**config.mk**
```make
export PLATFORM = sky130hd
export DESIGN_NAME = asu_serial
export DESIGN_NICKNAME = d
export VERILOG_FILES = /design/src/verilog/asu_pkg.sv /design/src/verilog/asu_serial.sv
export SDC_FILE = /design/constraint.sdc
export NUM_CORES = 1
export LEC_CHECK = 0
export BUFFER_PORTS_ARGS = -buffer_cell sky130_fd_sc_hd__buf_4
export CAP_MARGIN = 20
export CORE_MARGIN = 4
export CORE_UTILIZATION = 45
export DETAILED_ROUTE_END_ITERATION = 10
export GPL_TIMING_DRIVEN = 0
export PLACE_DENSITY = 0.67
export SYNTH_ARGS = -nofsm -noshare
export SYNTH_HDL_FRONTEND = slang
export SYNTH_SLANG_ARGS = --single-unit
export TNS_END_PERCENT = 10
```
**constraint.sdc**
```tcl
create_clock -name sys_clk -period 5.15 [get_ports sys_clk]
set_input_delay 0.515 -clock sys_clk [delete_from_list [all_inputs] [get_ports sys_clk]]
set_output_delay 0.515 -clock sys_clk [all_outputs]
set_load 0.02 [all_outputs]
```
**src/verilog/asu_pkg.sv**
```systemverilog
package asu_pkg;
  // -----------------------------------------------------------------
  // register map (byte addresses on the plain register port)
  // -----------------------------------------------------------------
  localparam logic [15:0] ADDR_RATE   = 16'h102b;  // sample clock divider
  localparam logic [15:0] ADDR_CTRL1  = 16'h102c;  // serial_control_first
  localparam logic [15:0] ADDR_CTRL2  = 16'h102d;  // serial_control_second
  localparam logic [15:0] ADDR_STAT   = 16'h102e;  // serial_status_flags
  localparam logic [15:0] ADDR_DATA   = 16'h102f;  // serial_data_buffer

  // -----------------------------------------------------------------
  // field positions
  // -----------------------------------------------------------------
  localparam int C1_RX9    = 7;  // rx_ninth_bit, read only
  localparam int C1_TX9    = 6;  // tx_ninth_bit
  localparam int C1_WORD9  = 4;  // nine data bits when set
  localparam int C1_WAKE   = 3;  // wake method: 0 idle line, 1 address mark
  localparam int C2_TXON   = 3;  // tx_on
  localparam int C2_RXON   = 2;  // receiver enable
  localparam int C2_SLEEP  = 1;  // rx_sleep
  localparam int C2_BREAK  = 0;  // send break
  localparam int ST_TXE    = 7;  // transmit buffer empty
  localparam int ST_TXC    = 6;  // transmitter idle
  localparam int ST_RXF    = 5;  // rx_full_flag
  localparam int ST_IDLE   = 4;  // idle line
  localparam int ST_OVR    = 3;  // overrun
  localparam int ST_NOISE  = 2;  // noise_flag
  localparam int ST_FRAME  = 1;  // frame_error_flag

  // -----------------------------------------------------------------
  // reset values and timing
  // -----------------------------------------------------------------
  localparam logic [7:0] RATE_RESET = 8'h00;  // sample tick every clock
  localparam logic [7:0] C2_IE_MASK = 8'hf0;  // upper control bits, stored only
  localparam logic [3:0] RT_LAST    = 4'hf;   // sixteen sample ticks per bit
  localparam logic [3:0] SAMP_A     = 4'h7;   // three mid-bit samples
  localparam logic [3:0] SAMP_B     = 4'h8;
  localparam logic [3:0] SAMP_C     = 4'h9;
  localparam logic [3:0] BITS_8     = 4'ha;   // start + 8 data + stop
  localparam logic [3:0] BITS_9     = 4'hb;   // start + 9 data + stop

  typedef enum logic {ASU_RX_IDLE, ASU_RX_BITS} asu_rx_e;
endpackage : asu_pkg

```
**src/verilog/asu_serial.sv**
```systemverilog
// The address-and-strobe port is this design's own decision.
`timescale 1ns/1ps
module asu_serial
  import asu_pkg::*;
(
  // clock and reset
  input  wire logic        sys_clk,
  input  wire logic        nrst,
  // register port
  input  wire logic [15:0] reg_addr,
  input  wire logic [7:0]  reg_wdata,
  input  wire logic        reg_wr,
  input  wire logic        reg_rd,
  output logic      [7:0]  reg_rdata,
  // serial line
  input  wire logic        rxd,
  output logic             txd
);
  import asu_pkg::*;

  // -----------------------------------------------------------------
  // helpers
  // -----------------------------------------------------------------
  // majority of three samples
  function automatic logic vote(input logic [2:0] s);
    vote = (s[0] & s[1]) | (s[0] & s[2]) | (s[1] & s[2]);
  endfunction : vote

  // frame length in bits for the chosen word size
  function automatic logic [3:0] frame_bits(input logic nine);
    frame_bits = nine ? BITS_9 : BITS_8;
  endfunction : frame_bits

  // -----------------------------------------------------------------
  // register state
  // -----------------------------------------------------------------
  logic [7:0]  rate_reg;              // sample tick divider
  logic [7:0]  rate_cnt_reg;          // divider count
  logic        word9_reg;             // nine bit frames
  logic        wake_addr_reg;         // address mark wake
  logic        tx9_reg;               // ninth bit to send
  logic        rx9_reg;               // ninth bit received
  logic [3:0]  c2_hi_reg;             // stored enable bits, no function here
  logic        tx_on_reg;             // transmitter enable
  logic        rx_on_reg;             // receiver enable
  logic        sleep_reg;             // receiver asleep
  logic        brk_reg;               // send break level
  logic [7:0]  tx_buf_reg;            // transmit buffer
  logic [7:0]  rx_buf_reg;            // receive buffer
  logic        txe_reg, txc_reg;      // transmit flags
  logic        rxf_reg, idle_reg;     // receive flags
  logic        ovr_reg, noise_reg;    // error flags
  logic        fe_reg;
  logic [7:0]  arm_reg;               // flags seen by the last status read
  logic [7:0]  status;                // assembled status byte

  // decoded strobes
  logic wr_data, rd_data, rd_stat;
  assign wr_data = reg_wr && (reg_addr == ADDR_DATA);
  assign rd_data = reg_rd && (reg_addr == ADDR_DATA);
  assign rd_stat = reg_rd && (reg_addr == ADDR_STAT);

  // -----------------------------------------------------------------
  // sample clock
  // -----------------------------------------------------------------
  logic rt_tick;                      // one sample tick, sixteen per bit
  assign rt_tick = (rate_cnt_reg == rate_reg);

  always_ff @(posedge sys_clk) begin
    if (!nrst) begin
      rate_cnt_reg <= 8'h00;
    end else if (rt_tick) begin
      rate_cnt_reg <= 8'h00;
    end else begin
      rate_cnt_reg <= rate_cnt_reg + 8'h01;
    end
  end

  // -----------------------------------------------------------------
  // transmitter
  // -----------------------------------------------------------------
  logic [3:0]  tx_rt_reg;             // sample count within a bit
  logic [10:0] tx_sh_reg;             // shifter, bit 0 is on the line
  logic [3:0]  tx_left_reg;           // bits still to send
  logic        pre_pend_reg;          // preamble queued
  logic        brk_pend_reg;          // one break queued by a write
  logic        tx_on_q_reg;           // previous enable, for rise detect
  logic        bit_tick, tx_load, ld_pre, ld_brk, ld_data;
  logic        tx_busy;

  assign bit_tick = rt_tick && (tx_rt_reg == RT_LAST);
  assign tx_load  = bit_tick && (tx_left_reg <= 4'h1);
  assign ld_pre   = tx_load && pre_pend_reg;
  assign ld_brk   = tx_load && !pre_pend_reg && (brk_reg || brk_pend_reg);
  assign ld_data  = tx_load && !pre_pend_reg && !(brk_reg || brk_pend_reg)
                    && !txe_reg && tx_on_reg;
  assign tx_busy  = (tx_left_reg != 4'h0);

  // bit timing
  always_ff @(posedge sys_clk) begin
    if (!nrst) begin
      tx_rt_reg <= 4'h0;
    end else if (rt_tick) begin
      tx_rt_reg <= tx_rt_reg + 4'h1;
    end
  end

  // shifter: preamble first, then break, then buffered data
  always_ff @(posedge sys_clk) begin
    if (!nrst) begin
      tx_sh_reg   <= '1;
      tx_left_reg <= 4'h0;
    end else if (ld_pre) begin
      tx_sh_reg   <= '1;
      tx_left_reg <= frame_bits(word9_reg);
    end else if (ld_brk) begin
      tx_sh_reg   <= '0;
      tx_left_reg <= frame_bits(word9_reg);
    end else if (ld_data) begin
      // stop (sent in nine bit frames only), ninth (or stop), data, start
      tx_sh_reg   <= {1'b1, (word9_reg ? tx9_reg : 1'b1), tx_buf_reg, 1'b0};
      tx_left_reg <= frame_bits(word9_reg);
    end else if (tx_load) begin
      tx_sh_reg   <= '1;
      tx_left_reg <= 4'h0;
    end else if (bit_tick && tx_busy) begin
      tx_sh_reg   <= {1'b1, tx_sh_reg[10:1]};
      tx_left_reg <= tx_left_reg - 4'h1;
    end
  end

  // queued preamble and break
  always_ff @(posedge sys_clk) begin
    if (!nrst) begin
      tx_on_q_reg  <= 1'b0;
      pre_pend_reg <= 1'b0;
      brk_pend_reg <= 1'b0;
    end else begin
      tx_on_q_reg <= tx_on_reg;
      if (tx_on_reg && !tx_on_q_reg) begin
        pre_pend_reg <= 1'b1;
      end else if (ld_pre) begin
        pre_pend_reg <= 1'b0;
      end
      if (reg_wr && reg_addr == ADDR_CTRL2 && reg_wdata[C2_BREAK]) begin
        brk_pend_reg <= 1'b1;
      end else if (ld_brk) begin
        brk_pend_reg <= 1'b0;
      end
    end
  end

  // line driver, registered so the pin never glitches
  always_ff @(posedge sys_clk) begin
    if (!nrst) begin
      txd <= 1'b1;
    end else begin
      txd <= (tx_busy || tx_on_reg) ? tx_sh_reg[0] : 1'b1;
    end
  end

  // -----------------------------------------------------------------
  // receiver
  // -----------------------------------------------------------------
  logic        rx_s1_reg, rx_s2_reg;  // two stage synchroniser
  logic        rx_prev_reg;           // previous synced level
  asu_rx_e     rx_state_reg;
  logic [3:0]  rx_rt_reg;             // sample count within a bit
  logic [3:0]  rx_idx_reg;            // bit index, 0 is start
  logic [1:0]  rx_samp_reg;           // first two samples
  logic [8:0]  rx_sh_reg;             // data shifter, fills from the top
  logic        rx_noisy_reg;          // any bit not unanimous
  logic [3:0]  ndata;                 // data bits per frame
  logic        decide, bit_val, bit_noisy, xfer, addr_wake;
  logic [2:0]  samples;

  assign ndata     = word9_reg ? 4'h9 : 4'h8;
  assign samples   = {rx_samp_reg, rx_s2_reg};
  assign decide    = (rx_state_reg == ASU_RX_BITS) && rt_tick && (rx_rt_reg == SAMP_C);
  assign bit_val   = vote(samples);
  assign bit_noisy = !(&samples) && (|samples);
  assign xfer      = decide && (rx_idx_reg == ndata + 4'h1);
  assign addr_wake = decide && (rx_idx_reg == ndata) && bit_val
                     && wake_addr_reg && sleep_reg;

  // synchroniser
  always_ff @(posedge sys_clk) begin
    if (!nrst) begin
      rx_s1_reg   <= 1'b1;
      rx_s2_reg   <= 1'b1;
      rx_prev_reg <= 1'b1;
    end else begin
      rx_s1_reg   <= rxd;
      rx_s2_reg   <= rx_s1_reg;
      rx_prev_reg <= rx_s2_reg;
    end
  end

  // character sequencer
  always_ff @(posedge sys_clk) begin
    if (!nrst) begin
      rx_state_reg <= ASU_RX_IDLE;
      rx_rt_reg    <= 4'h0;
      rx_idx_reg   <= 4'h0;
      rx_samp_reg  <= 2'b11;
      rx_sh_reg    <= 9'h000;
      rx_noisy_reg <= 1'b0;
    end else begin
      unique case (rx_state_reg)
        ASU_RX_IDLE: begin
          // a fall after a high level opens a character
          if (rx_on_reg && rx_prev_reg && !rx_s2_reg) begin
            rx_state_reg <= ASU_RX_BITS;
            rx_rt_reg    <= 4'h0;
            rx_idx_reg   <= 4'h0;
            rx_noisy_reg <= 1'b0;
          end
        end
        ASU_RX_BITS: begin
          if (rt_tick) begin
            rx_rt_reg <= rx_rt_reg + 4'h1;
            if (rx_rt_reg == SAMP_A) rx_samp_reg[1] <= rx_s2_reg;
            if (rx_rt_reg == SAMP_B) rx_samp_reg[0] <= rx_s2_reg;
          end
          if (decide) begin
            rx_noisy_reg <= rx_noisy_reg | bit_noisy;
            rx_idx_reg   <= rx_idx_reg + 4'h1;
            if (rx_idx_reg == 4'h0 && bit_val) begin
              rx_state_reg <= ASU_RX_IDLE;
            end else if (xfer) begin
              rx_state_reg <= ASU_RX_IDLE;
            end else if (rx_idx_reg != 4'h0) begin
              rx_sh_reg <= {bit_val, rx_sh_reg[8:1]};
            end
          end
        end
      endcase
    end
  end

  // idle detection: a full frame of ones
  logic [7:0] idle_cnt_reg;           // sample ticks of continuous high
  logic       idle_armed_reg;         // line was active since last idle
  logic       idle_hit;
  assign idle_hit = rt_tick && rx_s2_reg && idle_armed_reg &&
                    (idle_cnt_reg == {frame_bits(word9_reg), 4'h0} - 8'h01);

  always_ff @(posedge sys_clk) begin
    if (!nrst) begin
      idle_cnt_reg   <= 8'h00;
      idle_armed_reg <= 1'b0;
    end else begin
      if (!rx_s2_reg) begin
        idle_cnt_reg   <= 8'h00;
        idle_armed_reg <= 1'b1;
      end else begin
        if (rt_tick && idle_cnt_reg != 8'hff) idle_cnt_reg <= idle_cnt_reg + 8'h01;
        if (idle_hit) idle_armed_reg <= 1'b0;
      end
    end
  end

  // -----------------------------------------------------------------
  // control registers
  // -----------------------------------------------------------------
  always_ff @(posedge sys_clk) begin
    if (!nrst) begin
      rate_reg      <= RATE_RESET;
      word9_reg     <= 1'b0;
      wake_addr_reg <= 1'b0;
      tx9_reg       <= 1'b0;
      c2_hi_reg     <= 4'h0;
      tx_on_reg     <= 1'b0;
      rx_on_reg     <= 1'b0;
      brk_reg       <= 1'b0;
      tx_buf_reg    <= 8'h00;
    end else if (reg_wr) begin
      if (reg_addr == ADDR_RATE) rate_reg <= reg_wdata;
      if (reg_addr == ADDR_CTRL1) begin
        tx9_reg       <= reg_wdata[C1_TX9];
        word9_reg     <= reg_wdata[C1_WORD9];
        wake_addr_reg <= reg_wdata[C1_WAKE];
      end
      if (reg_addr == ADDR_CTRL2) begin
        c2_hi_reg <= reg_wdata[7:4];
        tx_on_reg <= reg_wdata[C2_TXON];
        rx_on_reg <= reg_wdata[C2_RXON];
        brk_reg   <= reg_wdata[C2_BREAK];
      end
      if (wr_data) tx_buf_reg <= reg_wdata;
    end
  end

  // sleep: software sets, a wake event clears; a write in the same cycle wins
  always_ff @(posedge sys_clk) begin
    if (!nrst) begin
      sleep_reg <= 1'b0;
    end else if (reg_wr && reg_addr == ADDR_CTRL2) begin
      sleep_reg <= reg_wdata[C2_SLEEP];
    end else if (addr_wake) begin
      sleep_reg <= 1'b0;
    end else if (idle_hit && !wake_addr_reg) begin
      sleep_reg <= 1'b0;
    end
  end

  // -----------------------------------------------------------------
  // status flags
  // -----------------------------------------------------------------
  logic rx_clr, tx_clr, store;
  assign rx_clr = rd_data;            // second half of the clear sequence
  assign tx_clr = wr_data;
  assign store  = xfer && !sleep_reg && !rxf_reg && !fe_reg;

  // status read arms the flags that were set at that moment
  always_ff @(posedge sys_clk) begin
    if (!nrst) begin
      arm_reg <= 8'h00;
    end else if (rd_stat) begin
      arm_reg <= status;
    end else if (rd_data || wr_data) begin
      arm_reg <= 8'h00;
    end
  end

  // receive buffer and receive flags; a set beats a clear
  always_ff @(posedge sys_clk) begin
    if (!nrst) begin
      rx_buf_reg <= 8'h00;
      rx9_reg    <= 1'b0;
      rxf_reg    <= 1'b0;
      idle_reg   <= 1'b0;
      ovr_reg    <= 1'b0;
      noise_reg  <= 1'b0;
      fe_reg     <= 1'b0;
    end else begin
      if (store) begin
        rx_buf_reg <= word9_reg ? rx_sh_reg[7:0] : rx_sh_reg[8:1];
        rx9_reg    <= rx_sh_reg[8];
      end
      if (store) rxf_reg <= 1'b1;
      else if (rx_clr && arm_reg[ST_RXF]) rxf_reg <= 1'b0;
      if (store && !bit_val) fe_reg <= 1'b1;
      else if (rx_clr && arm_reg[ST_FRAME]) fe_reg <= 1'b0;
      if (store && (rx_noisy_reg || bit_noisy)) noise_reg <= 1'b1;
      else if (rx_clr && arm_reg[ST_NOISE]) noise_reg <= 1'b0;
      if (xfer && !sleep_reg && rxf_reg) ovr_reg <= 1'b1;
      else if (rx_clr && arm_reg[ST_OVR]) ovr_reg <= 1'b0;
      if (idle_hit && !sleep_reg) idle_reg <= 1'b1;
      else if (rx_clr && arm_reg[ST_IDLE]) idle_reg <= 1'b0;
    end
  end

  // transmit flags: a data write refills the buffer, so it beats the load
  always_ff @(posedge sys_clk) begin
    if (!nrst) begin
      txe_reg <= 1'b1;
      txc_reg <= 1'b1;
    end else begin
      if (tx_clr && arm_reg[ST_TXE]) txe_reg <= 1'b0;
      else if (ld_data) txe_reg <= 1'b1;
      if (!tx_busy && !pre_pend_reg && !brk_pend_reg && !brk_reg) txc_reg <= 1'b1;
      else if (tx_clr && arm_reg[ST_TXC]) txc_reg <= 1'b0;
    end
  end

  // -----------------------------------------------------------------
  // read port, data one cycle after the strobe
  // -----------------------------------------------------------------
  assign status = {txe_reg, txc_reg, rxf_reg, idle_reg, ovr_reg, noise_reg, fe_reg, 1'b0};

  always_ff @(posedge sys_clk) begin
    if (!nrst) begin
      reg_rdata <= 8'h00;
    end else if (reg_rd) begin
      unique case (reg_addr)
        ADDR_RATE:  reg_rdata <= rate_reg;
        ADDR_CTRL1: reg_rdata <= {rx9_reg, tx9_reg, 1'b0, word9_reg, wake_addr_reg, 3'b000};
        ADDR_CTRL2: reg_rdata <= {c2_hi_reg, tx_on_reg, rx_on_reg, sleep_reg, brk_reg};
        ADDR_STAT:  reg_rdata <= status;
        ADDR_DATA:  reg_rdata <= rx_buf_reg;
        default:    reg_rdata <= 8'h00;  // unmapped reads as zero
      endcase
    end else begin
      reg_rdata <= 8'h00;
    end
  end

  // -----------------------------------------------------------------
  // assertions
  // -----------------------------------------------------------------
  a_line_idle_high: assert property (@(posedge sys_clk) disable iff (!nrst)
    (!$past(tx_busy) && !$past(tx_on_reg)) |-> txd)
    else $error("line not high while transmitter idle");
  a_start_bit_low: assert property (@(posedge sys_clk) disable iff (!nrst)
    ld_data |=> ##1 !txd)
    else $error("start bit not driven low");
  a_break_low: assert property (@(posedge sys_clk) disable iff (!nrst)
    ld_brk |=> ##1 (!txd && tx_busy))
    else $error("break not driven low");
  a_preamble_queued: assert property (@(posedge sys_clk) disable iff (!nrst)
    (tx_on_reg && !tx_on_q_reg) |=> pre_pend_reg)
    else $error("preamble not queued on enable");
  a_sleep_blocks: assert property (@(posedge sys_clk) disable iff (!nrst)
    sleep_reg |=> !$rose(rxf_reg) && !$rose(idle_reg) && !$rose(ovr_reg))
    else $error("flag set while asleep");
  a_overrun_keeps: assert property (@(posedge sys_clk) disable iff (!nrst)
    (xfer && !sleep_reg && rxf_reg) |=> (ovr_reg && $stable(rx_buf_reg)))
    else $error("overrun handling wrong");
  a_frame_with_full: assert property (@(posedge sys_clk) disable iff (!nrst)
    $rose(fe_reg) |-> $rose(rxf_reg))
    else $error("frame error without full");
  a_noise_needs_full: assert property (@(posedge sys_clk) disable iff (!nrst)
    $rose(noise_reg) |-> rxf_reg)
    else $error("noise set before full");
  a_addr_wakes: assert property (@(posedge sys_clk) disable iff (!nrst)
    (addr_wake && !reg_wr) |=> (!sleep_reg && rx_state_reg == ASU_RX_BITS))
    else $error("address mark did not wake before stop");
endmodule : asu_serial

```
; ---- After elaboration in Yosys (flattened, before gate mapping)
; Index checks and enable logic that the tools add are counted.
[word_totals]
regBits = 122
elab_cells = 226
[classes]
n_addsub = 8
magnitude_cmp = 1
n_eq_ne = 18
mux = 50
n_bitwise = 10
n_reduce_logical = 98
[ops]
columns = op, count
row1 = $eq A16 B13 Y1 const B, 5
row2 = $logic_and A1 B1 Y1, 48
row3 = $mux W11, 4
row4 = $pmux W8 S5, 1
row5 = $mux W4, 8
row6 = $mux W1, 30
row7 = $mux W8, 3
row8 = $reduce_and A2 Y1, 9
row9 = $reduce_bool A2 Y1, 9
row10 = $add A4 B1 Y4 const B, 4
row11 = $add A8 B1 Y8 const B, 2
row12 = $eq A8 B8 Y1, 2
row13 = $pmux W4 S2, 2
row14 = $logic_not A1 Y1, 14
row15 = $eq A4 B4 Y1 const B, 3
row16 = $reduce_bool A4 Y1, 3
row17 = $reduce_and A3 Y1, 3
row18 = $eq A4 B4 Y1, 2
row19 = $ne A8 B8 Y1 const B, 1
row20 = $sub A8 B1 Y8 const B, 1
row21 = $reduce_or A2 Y1, 3
row22 = $reduce_and A5 Y1, 1
row23 = $reduce_bool A5 Y1, 1
row24 = $eq A4 B3 Y1 const B, 1
row25 = other kinds (12), 25

; ---- Depth between registers and ports, before layout
; Gate-level depths: netlist of the first run.
[depth]
ltp_word = 10
mapped_depth = 9
ltp_nobuf = 7

; ---- Worst setup path before layout of the first run
; No wires, ideal clock.
[synth_path]
path_type = input port to flip-flop
from = input port reg_addr[8]
to = register arm_reg[1]
setup_ns = 0.117
arrival_ns = 1.872
path_slack_ns = 3.161
path_stages = 7
path_buffers = 2
path_cell_list = nor4_1 -> and4_1 -> buf_2 -> nand3_1 -> or2_2 -> clkbuf_1 -> a32o_1
[synth_between]
elab_chain_len = 4
word_cells_on_any_way = 8
[synth_lines]
columns = element, line
row1 = "start, declared", asu_serial.sv:10  ; input wire logic [15:0] reg_addr,
row2 = $eq A16 B13 Y1, "asu_serial.sv:59, asu_serial.sv:60"
row3 = $logic_and A1 B1 Y1 (on tied branches), "asu_serial.sv:60, asu_serial.sv:59"
row4 = $logic_or A1 B1 Y1, asu_serial.sv:321  ; end else if (rd_data || wr_data) begin
row5 = $reduce_bool A2 Y1 (no line), --
row6 = "end signal, assigned", asu_serial.sv:320  ; arm_reg <= status;
row7 = "end, declared", asu_serial.sv:54  ; logic [7:0] arm_reg;
; Several ways; a longest one is shown, not always the timed one.
; A chain may end at the register's enable or synchronous reset.

; ---- Worst setup path in the final report of the first run
[layout_path]
from = register rate_reg[1]
to = register tx_sh_reg[1]
[layout_between]
elab_chain_len = 9
word_cells_on_any_way = 15
[layout_lines]
columns = element, line
row1 = "start, declared", asu_serial.sv:37  ; logic [7:0] rate_reg;
row2 = "start signal, assigned", asu_serial.sv:278  ; if (reg_addr == ADDR_RATE) rate_reg <= reg_wdata;
row3 = $eq A8 B8 Y1 *, asu_serial.sv:67  ; assign rt_tick = (rate_cnt_reg == rate_reg);
row4 = $logic_and A1 B1 Y1 *, asu_serial.sv:91  ; assign bit_tick = rt_tick && (tx_rt_reg == RT_LAST);
row5 = $logic_and A1 B1 Y1, asu_serial.sv:92  ; assign tx_load = bit_tick && (tx_left_reg <= 4'h1);
row6 = $logic_and A1 B1 Y1, "asu_serial.sv:94, asu_serial.sv:95"
row7 = $logic_and A1 B1 Y1, asu_serial.sv:95  ; assign ld_data = tx_load && !pre_pend_reg && !(brk_reg || brk_pend_reg)
row8 = $logic_and A1 B1 Y1 (2 in series), asu_serial.sv:96  ; && !txe_reg && tx_on_reg;
row9 = $mux W11, asu_serial.sv:119  ; end else if (ld_data) begin
row10 = $mux W11, asu_serial.sv:116  ; end else if (ld_brk) begin
row11 = "end signal, assigned", asu_serial.sv:121  ; tx_sh_reg <= {1'b1, (word9_reg ? tx9_reg : 1'b1), tx_buf_reg, 1'b0};
row12 = "end signal, assigned", asu_serial.sv:127  ; tx_sh_reg <= {1'b1, tx_sh_reg[10:1]};
row13 = "end, declared", asu_serial.sv:83  ; logic [10:0] tx_sh_reg;
; Mark *: on every way between the ends. The rest lies on a longest branch, timed or not.

==> run summary, run 1 <==
Status: complete, no violations
# setup viols final: 0
R2R depth: 6
Via density: 5.72
Post-Route WL: 15100 um
Fraction of layout cells with a size suffix above 1: 0.188
Core region area: 12200 sq um
Main synth FF type: dfxtp_1
Final net count: 718
HP Class: input pin to flip-flop
Syn nets: 666
Worst vdd ir: 0.000258 V
Max Slew Vio Count: 0
Netlist Area Pre-Place: 5710 sq um
Clock Latency Late Sink: 0.43 ns
RR Startpoint: rate_reg[1]$_SDFFE_PN0P_
DPL Wire Length: 11000 um
Final Cycle Share: 0.459
Number of enable flip-flop cells after synthesis: 0
Worst setup EP type: flip-flop
TritonCTS clock tree: yes
P per Cell Area: 333 nW/um^2
GR Util All Layers: 0.214
Sequential cell area fraction in the yosys report: 0.428
Worst-path fanout max: 10
CTS root buf: clkbuf_16
RR Endpoint: tx_sh_reg[1]$_SDFFE_PP1P_
Hold Path Depth: 2
Synthesis Warnings: 0
Boundary Pins: 38
Ys async rst share: 0
Die area: 14600 sq um
Unrepaired setup endpoints after global routing: no
Crit Path Category: flip-flop to flip-flop
PostCTS Resize Cnt: 0
Slew margin rel.: 0.496
Most common cell after layout, fill and taps aside: dfxtp_1
Post-Syn Instances: 626
Area delta synth->final: 18.8%
MaxCap Viol Count: 0
Row cnt: 40
Max FFs per register: 11
Setup TNS: 0 ns
TritonCTS buffer count: 17
Initial drt markers: 491
Crit path DAT: 2.73 ns
Drt drc: 0
Reg clk slew, reported paths: 0.06 ns
Filler cells: 1138
Least-Margin Pin Slew: 0.750 ns
Placed insts: 827
Initial core utilization: 0.468
LEAKAGE: 2.54 nW
GR Overflow Total: 0
Syn avg cell area: 9.12 sq um
Wirelength per Cell: 17.5 um
Hold Violations, Final: 0
# clock sinks: 122
Clock Skew: 0.00841 ns
Final Non-Filler Cells: 859
Hold path endpoint: rx_s1_reg$_SDFF_PN1_
Max clock buf depth: 2
CP Launch Type: flip-flop
Die Ht: 121 um
DRT Pass-1 Iters: 5
Initial antenna violation count: 0
Hold buffers post-CTS: 0
Die X-Extent: 121 um
Largest net degree at the start of global routing: 17
Most frequent cells in the layout: dfxtp_1, nand2_1, nand3_1
First-pass GRT wire length: 24300 um
N_diodes: 0
PortBufs: 33
Yosys reg bits: 122
Setup bufs post-CTS: 0
Fmax: 423 MHz
Minimum clock period: 2.37 ns
Worst hold start: rxd
GP Congestion: 0.881
Final ANT Viol Nets: 0
Vias in the first global route: 4671
Via count: 4911
Worst Path Required: 5.51 ns
R2r setup slk: 2.78 ns
Synth cell types: 67
CTS H-tree lvls: 4
cell families (layout without fill, tap and decap cells):
logic type	after synthesis	count (layout)	synth area share
adders and majority gates	12	12	0.0258
buffers and inverters	56	121	0.0443
muxes	34	34	0.0708
AOI/OAI and AO/OA	125	125	0.155
and+or+nand+nor	254	254	0.229
DFF	122	122	0.428
xor gates and xnor gates	23	23	0.0478
worst max-delay path: stages (launching register included):
cell and delay, ns:
dfxtp_1 0.38, xnor2_2 0.29, nand4_1 0.45, nor4_1 0.49, clkbuf_1 0.38, o221ai_1 0.21
nand2_1 0.11
area by class of cell:
type,instances,area (sq um),area share
multi-input combinational,448,3020,0.445
buffer,43,204,0.0301
timing repair buffer,33,248,0.0365
clock buffer,17,425,0.0627
clock inverter,15,191,0.0282
inverter,13,48.8,0.00719
sequential,122,2440,0.360
tap,168,210,0.0310
synthesized netlist by cell type (6+ instances only):
| library cell | number | area, sq um |
|---|---|---|
| nand4_1 | 15 | 93.8 |
| ha_1 | 11 | 138 |
| clkbuf_1 | 24 | 90.1 |
| dfxtp_1 | 122 | 2440 |
| xnor2_1 | 9 | 78.8 |
| a21oi_2 | 10 | 87.6 |
| nor4_1 | 10 | 62.6 |
| inv_1 | 13 | 48.8 |
| or3_1 | 6 | 37.5 |
| mux2i_1 | 19 | 190 |
| xor2_1 | 6 | 52.6 |
| nand3_1 | 50 | 250 |
| mux2_2 | 11 | 124 |
| nor2_1 | 48 | 180 |
| a32o_1 | 9 | 90.1 |
| a21oi_1 | 28 | 140 |
| xnor2_2 | 7 | 114 |
| nand2_1 | 70 | 263 |
| nor3_1 | 10 | 50.1 |
| o21ai_0 | 29 | 145 |
| buf_2 | 13 | 65.1 |
| o221ai_1 | 9 | 78.8 |
through the flow:
stage	setup slack [ns]	util	instance area [sq um]	hold WS (ns)	power, W
after floorplan	3.16	-	5710	0.386	0.00101
after global placement	2.80	0.505	6170	0.395	0.00105
after detailed placement	2.78	0.505	6170	0.407	0.00105
after CTS	2.85	0.556	6790	0.276	0.00228
after global routing	2.64	0.556	6790	0.282	0.00233
final	2.78	0.556	6790	0.278	0.00226
power by group:
group | switching (W) | internal (W)
registers | 0.00000396 | 0.000949
logic | 0.0000466 | 0.0000281
clock network | 0.000467 | 0.000769
per-layer routing:
layer  share of wire  vias up  track usage
li1                -     2377            -
met1            0.45     2317        0.290
met2            0.46      187        0.330
met3           0.073       30       0.0524
met4           0.021        0       0.0814
met5               0        -            0
worst max path at each step:
stage	startpoint	to	slack, ns	depth (start not counted)
detailed placement	reg_addr[8]	arm_reg[1]$_SDFFE_PN0P_	2.78	7
finish	rate_reg[1]$_SDFFE_PN0P_	tx_sh_reg[1]$_SDFFE_PP1P_	2.78	6
global route	rate_reg[1]$_SDFFE_PN0P_	tx_sh_reg[1]$_SDFFE_PP1P_	2.64	6
CTS	rate_reg[4]$_SDFFE_PN0P_	tx_sh_reg[1]$_SDFFE_PP1P_	2.85	6
floorplan	reg_addr[8]	arm_reg[1]$_SDFFE_PN0P_	3.16	7
global placement	nrst	txc_reg$_SDFFE_PP1P_	2.80	5
No activity file was read; power rests on OpenSTA's default activity.
==> inputs of run 2 (changes only) <==
Settings changed: ABC_AREA set to 1.
Clock period 5.15 ns to 2.3 ns, I/O delays scaled along.
==> run 2 against run 1 <==
Compared with the run above:
- worst hold slack got worse by 0.26 ns
- flip-flop and latch count unchanged
- die area increased by 1.9%
- utilization decreased by 0.13 points
- clock skew decreased by 0.0013 ns
- global-route usage increased by 1.3 points
- register-to-register slack got worse by 2.6 ns
- critical path depth increased by 6
- synthesized cell count increased by 36%
- count of clock-buffer cells in the layout increased by 8
- via count increased by 14%
- critical path type unchanged
- highest routed layer unchanged
==> run summary, run 2 <==
PortBufs: 36 (was 33)
Reg clk slew, reported paths: 0.06 ns (about the same)
Initial drt markers: 537 (was 491)
Yosys reg bits: 122 (unchanged)
Clock Skew: 0.00711 ns (was 0.00841 ns)
Wirelength per Cell: 14.6 um (was 17.5 um)
Unrepaired setup endpoints after global routing: yes (was no)
Hold Violations, Final: 0 (unchanged)
DPL Wire Length: 11600 um (was 11000 um)
Number of enable flip-flop cells after synthesis: 0 (unchanged)
Via count: 5602 (was 4911)
Least-Margin Pin Slew: 0.846 ns (was 0.750 ns)
GR Util All Layers: 0.227 (was 0.214)
Max Slew Vio Count: 0 (unchanged)
Total power draw: 0.00514 W (was 0.00226 W)
Netlist Area Pre-Place: 5830 sq um (was 5710 sq um)
Final net count: 952 (was 718)
Hold buffers post-CTS: 0 (unchanged)
Boundary Pins: 38 (unchanged)
Area delta synth->final: 20.5% (was 18.8%)
Final ANT Viol Nets: 0 (unchanged)
Setup TNS: 0 ns (unchanged)
Main synth FF type: dfxtp_1 (unchanged)
Initial core utilization: 0.460 (was 0.468)
Fin area: 7030 sq um (was 6790 sq um)
N_diodes: 0 (unchanged)
Sequential cell area fraction in the yosys report: 0.419 (was 0.428)
DP Area: 6320 sq um (was 6170 sq um)
Synth cell types: 43 (was 67)
R2R depth: 12 (was 6)
Worst-path fanout max: 9 (was 10)
Die area: 14800 sq um (was 14600 sq um)
Fraction of layout cells with a size suffix above 1: 0.119 (was 0.188)
Minimum clock period: 2.13 ns (was 2.37 ns)
Initial antenna violation count: 0 (unchanged)
TritonCTS clock tree: yes (unchanged)
Status: complete, no violations (unchanged)
DRT Pass-1 Iters: 5 (unchanged)
MaxCap Viol Count: 0 (unchanged)
Drt drc: 0 (unchanged)
Via density: 5.11 (was 5.72)
Crit Path Category: flip-flop to flip-flop (unchanged)
CTS root buf: clkbuf_16 (unchanged)
LEAKAGE: 3.03 nW (was 2.54 nW)
Core region area: 12700 sq um (was 12200 sq um)
Slew margin rel.: 0.432 (was 0.496)
Largest net degree at the start of global routing: 17 (unchanged)
Worst setup EP type: flip-flop (unchanged)
Post-synth top area share: 0.419 (was 0.428)
Final Cycle Share: 0.928 (was 0.459)
Die Ht: 122 um (was 121 um)
First-pass GRT wire length: 26300 um (was 24300 um)
Worst vdd ir: 0.000547 V (was 0.000258 V)
Crit path DAT: 2.44 ns (was 2.73 ns)
Post-Syn Instances: 850 (was 626)
Max clock buf depth: 2 (unchanged)
Syn avg cell area: 6.86 sq um (was 9.12 sq um)
Max FFs per register: 11 (unchanged)
Synth area leaders: dfxtp_1, nand2_1, inv_1 (was dfxtp_1, nand2_1, nand3_1)
Final core utilization: 0.554 (was 0.556)
Fmax: 469 MHz (was 423 MHz)
# setup viols final: 0 (unchanged)
TritonCTS buffer count: 17 (unchanged)
CP Launch Type: flip-flop (unchanged)
Worst Path Required: 2.60 ns (was 5.51 ns)
Synthesis Warnings: 0 (unchanged)
# clock sinks: 122 (unchanged)
Clock Latency Late Sink: 0.42 ns (was 0.43 ns)
Top post-synthesis cells by count: nand2_1, dfxtp_1, inv_1, nor2_1, a21oi_1 (was dfxtp_1, nand2_1, nand3_1, nor2_1, o21ai_0)
HP Class: input pin to flip-flop (unchanged)
Die X-Extent: 122 um (was 121 um)
Row cnt: 41 (was 40)
Vias in the first global route: 5222 (was 4671)
Most common cell after layout, fill and taps aside: nand2_1 (was dfxtp_1)
Post-Route WL: 16000 um (was 15100 um)
P per Cell Area: 731 nW/um^2 (was 333 nW/um^2)
Syn nets: 890 (was 666)
Leading area contributor after synthesis: dfxtp_1 (unchanged)
Ys async rst share: 0 (unchanged)
Hold Path Depth: 2 (unchanged)
Top-count cell post-synth: nand2_1 (was dfxtp_1)
GR Overflow Total: 0 (unchanged)
Most frequent cells in the layout: nand2_1, dfxtp_1, inv_1, nor2_1, a21oi_1 (was dfxtp_1, nand2_1, nand3_1)
CTS H-tree lvls: 4 (unchanged)
GP Congestion: 0.982 (was 0.881)
-- run 2: cell types whose count changed after synthesis, sizes merged, moves of 8 or more --
cell    delta
buf       -13
o21ai     +31
xnor2     -17
mux2i     -19
nand2    +140
o221ai     -9
mux2      -11
nor4       -8
a32o       -9
inv      +101
clkbuf    -11
a21oi     +34
nor2      +67
or2       +10
-- run 2: layout make-up --
cell class / instances / area [sq um]
Buffer: 19 / 98.8
Clock inverter: 6 / 108
Multi-Input combinational cell: 594 / 2880
Fill cell: 1280 / 5650
Sequential cell: 122 / 2440
Inverter: 115 / 432
Clock buffer: 25 / 526
Tap cell: 172 / 215
Timing Repair Buffer: 43 / 320
-- run 2: per-layer routing --
metal | share of wire | vias to the layer above | track usage
met4 | 0.025 | 0 | 0.0861
met5 | 0 | - | 0
met1 | 0.45 | 2541 | 0.294
li1 | - | 2872 | -
met3 | 0.052 | 35 | 0.0543
met2 | 0.47 | 154 | 0.368
-- run 2: metrics by stage --
step | std cells | hold WS (ns) | setup WS [ns]
after floorplan | 850 | 0.337 | 0.300
after global routing | 1096 | 0.00847 | -0.00800
after global placement | 1058 | 0.416 | -0.0725
after CTS | 1089 | 0.00540 | 0.0674
after detailed placement | 1058 | 0.420 | -0.156
final | 1096 | 0.0137 | 0.166
-- run 2: power by group --
group | switching [W] | total [W] | leakage, nW | internal, W
clock network | 0.000950 | 0.00285 | 0.311 | 0.00190
logic | 0.000100 | 0.000156 | 1.74 | 0.0000554
registers | 0.00000822 | 0.00214 | 0.986 | 0.00213
-- run 2: repair_timing --
item	4_1_cts	5_1_grt
endpoints found under the setup margin	11	22
buffers inserted	0	6
pin swaps	0	2
resized for setup	1	7
cloned	0	0
-- run 2: final timing paths --
path / startpoint / endpoint / slack (ns)
max reg2reg: rate_reg[0]$_SDFFE_PN0P_ / rx_sh_reg[8]$_SDFFE_PN0P_ / 0.17
min reg2reg: rx_s1_reg$_SDFF_PN1_ / rx_s2_reg$_SDFF_PN1_ / 0.43
max: rate_reg[0]$_SDFFE_PN0P_ / rx_sh_reg[8]$_SDFFE_PN0P_ / 0.17
min: rxd / rx_s1_reg$_SDFF_PN1_ / 0.01
-- run 2: kinds of logic (layout without fill, tap and decap cells) --
| kind of cell | after synthesis | count (layout) | share of synthesized area |
|---|---|---|---|
| simple gates | 432 | 432 | 0.325 |
| xor+xnor | 4 | 4 | 0.00601 |
| fa+ha+maj | 11 | 11 | 0.0236 |
| buf+inv | 134 | 208 | 0.0910 |
| compound gates | 147 | 147 | 0.135 |
| flops | 122 | 122 | 0.419 |
-- run 2: worst max-delay path, stage by stage (launching register included) --
cell      delay [ns]
dfxtp_1         0.38
inv_1           0.07
nand2_1         0.06
nand2_1         0.05
nor2_1          0.13
nand2_1         0.12
nor2_4          0.21
nand2_4         0.11
nor2_4          0.22
buf_4           0.17
nand3b_4        0.15
o21ai_1         0.28
a21oi_1         0.07
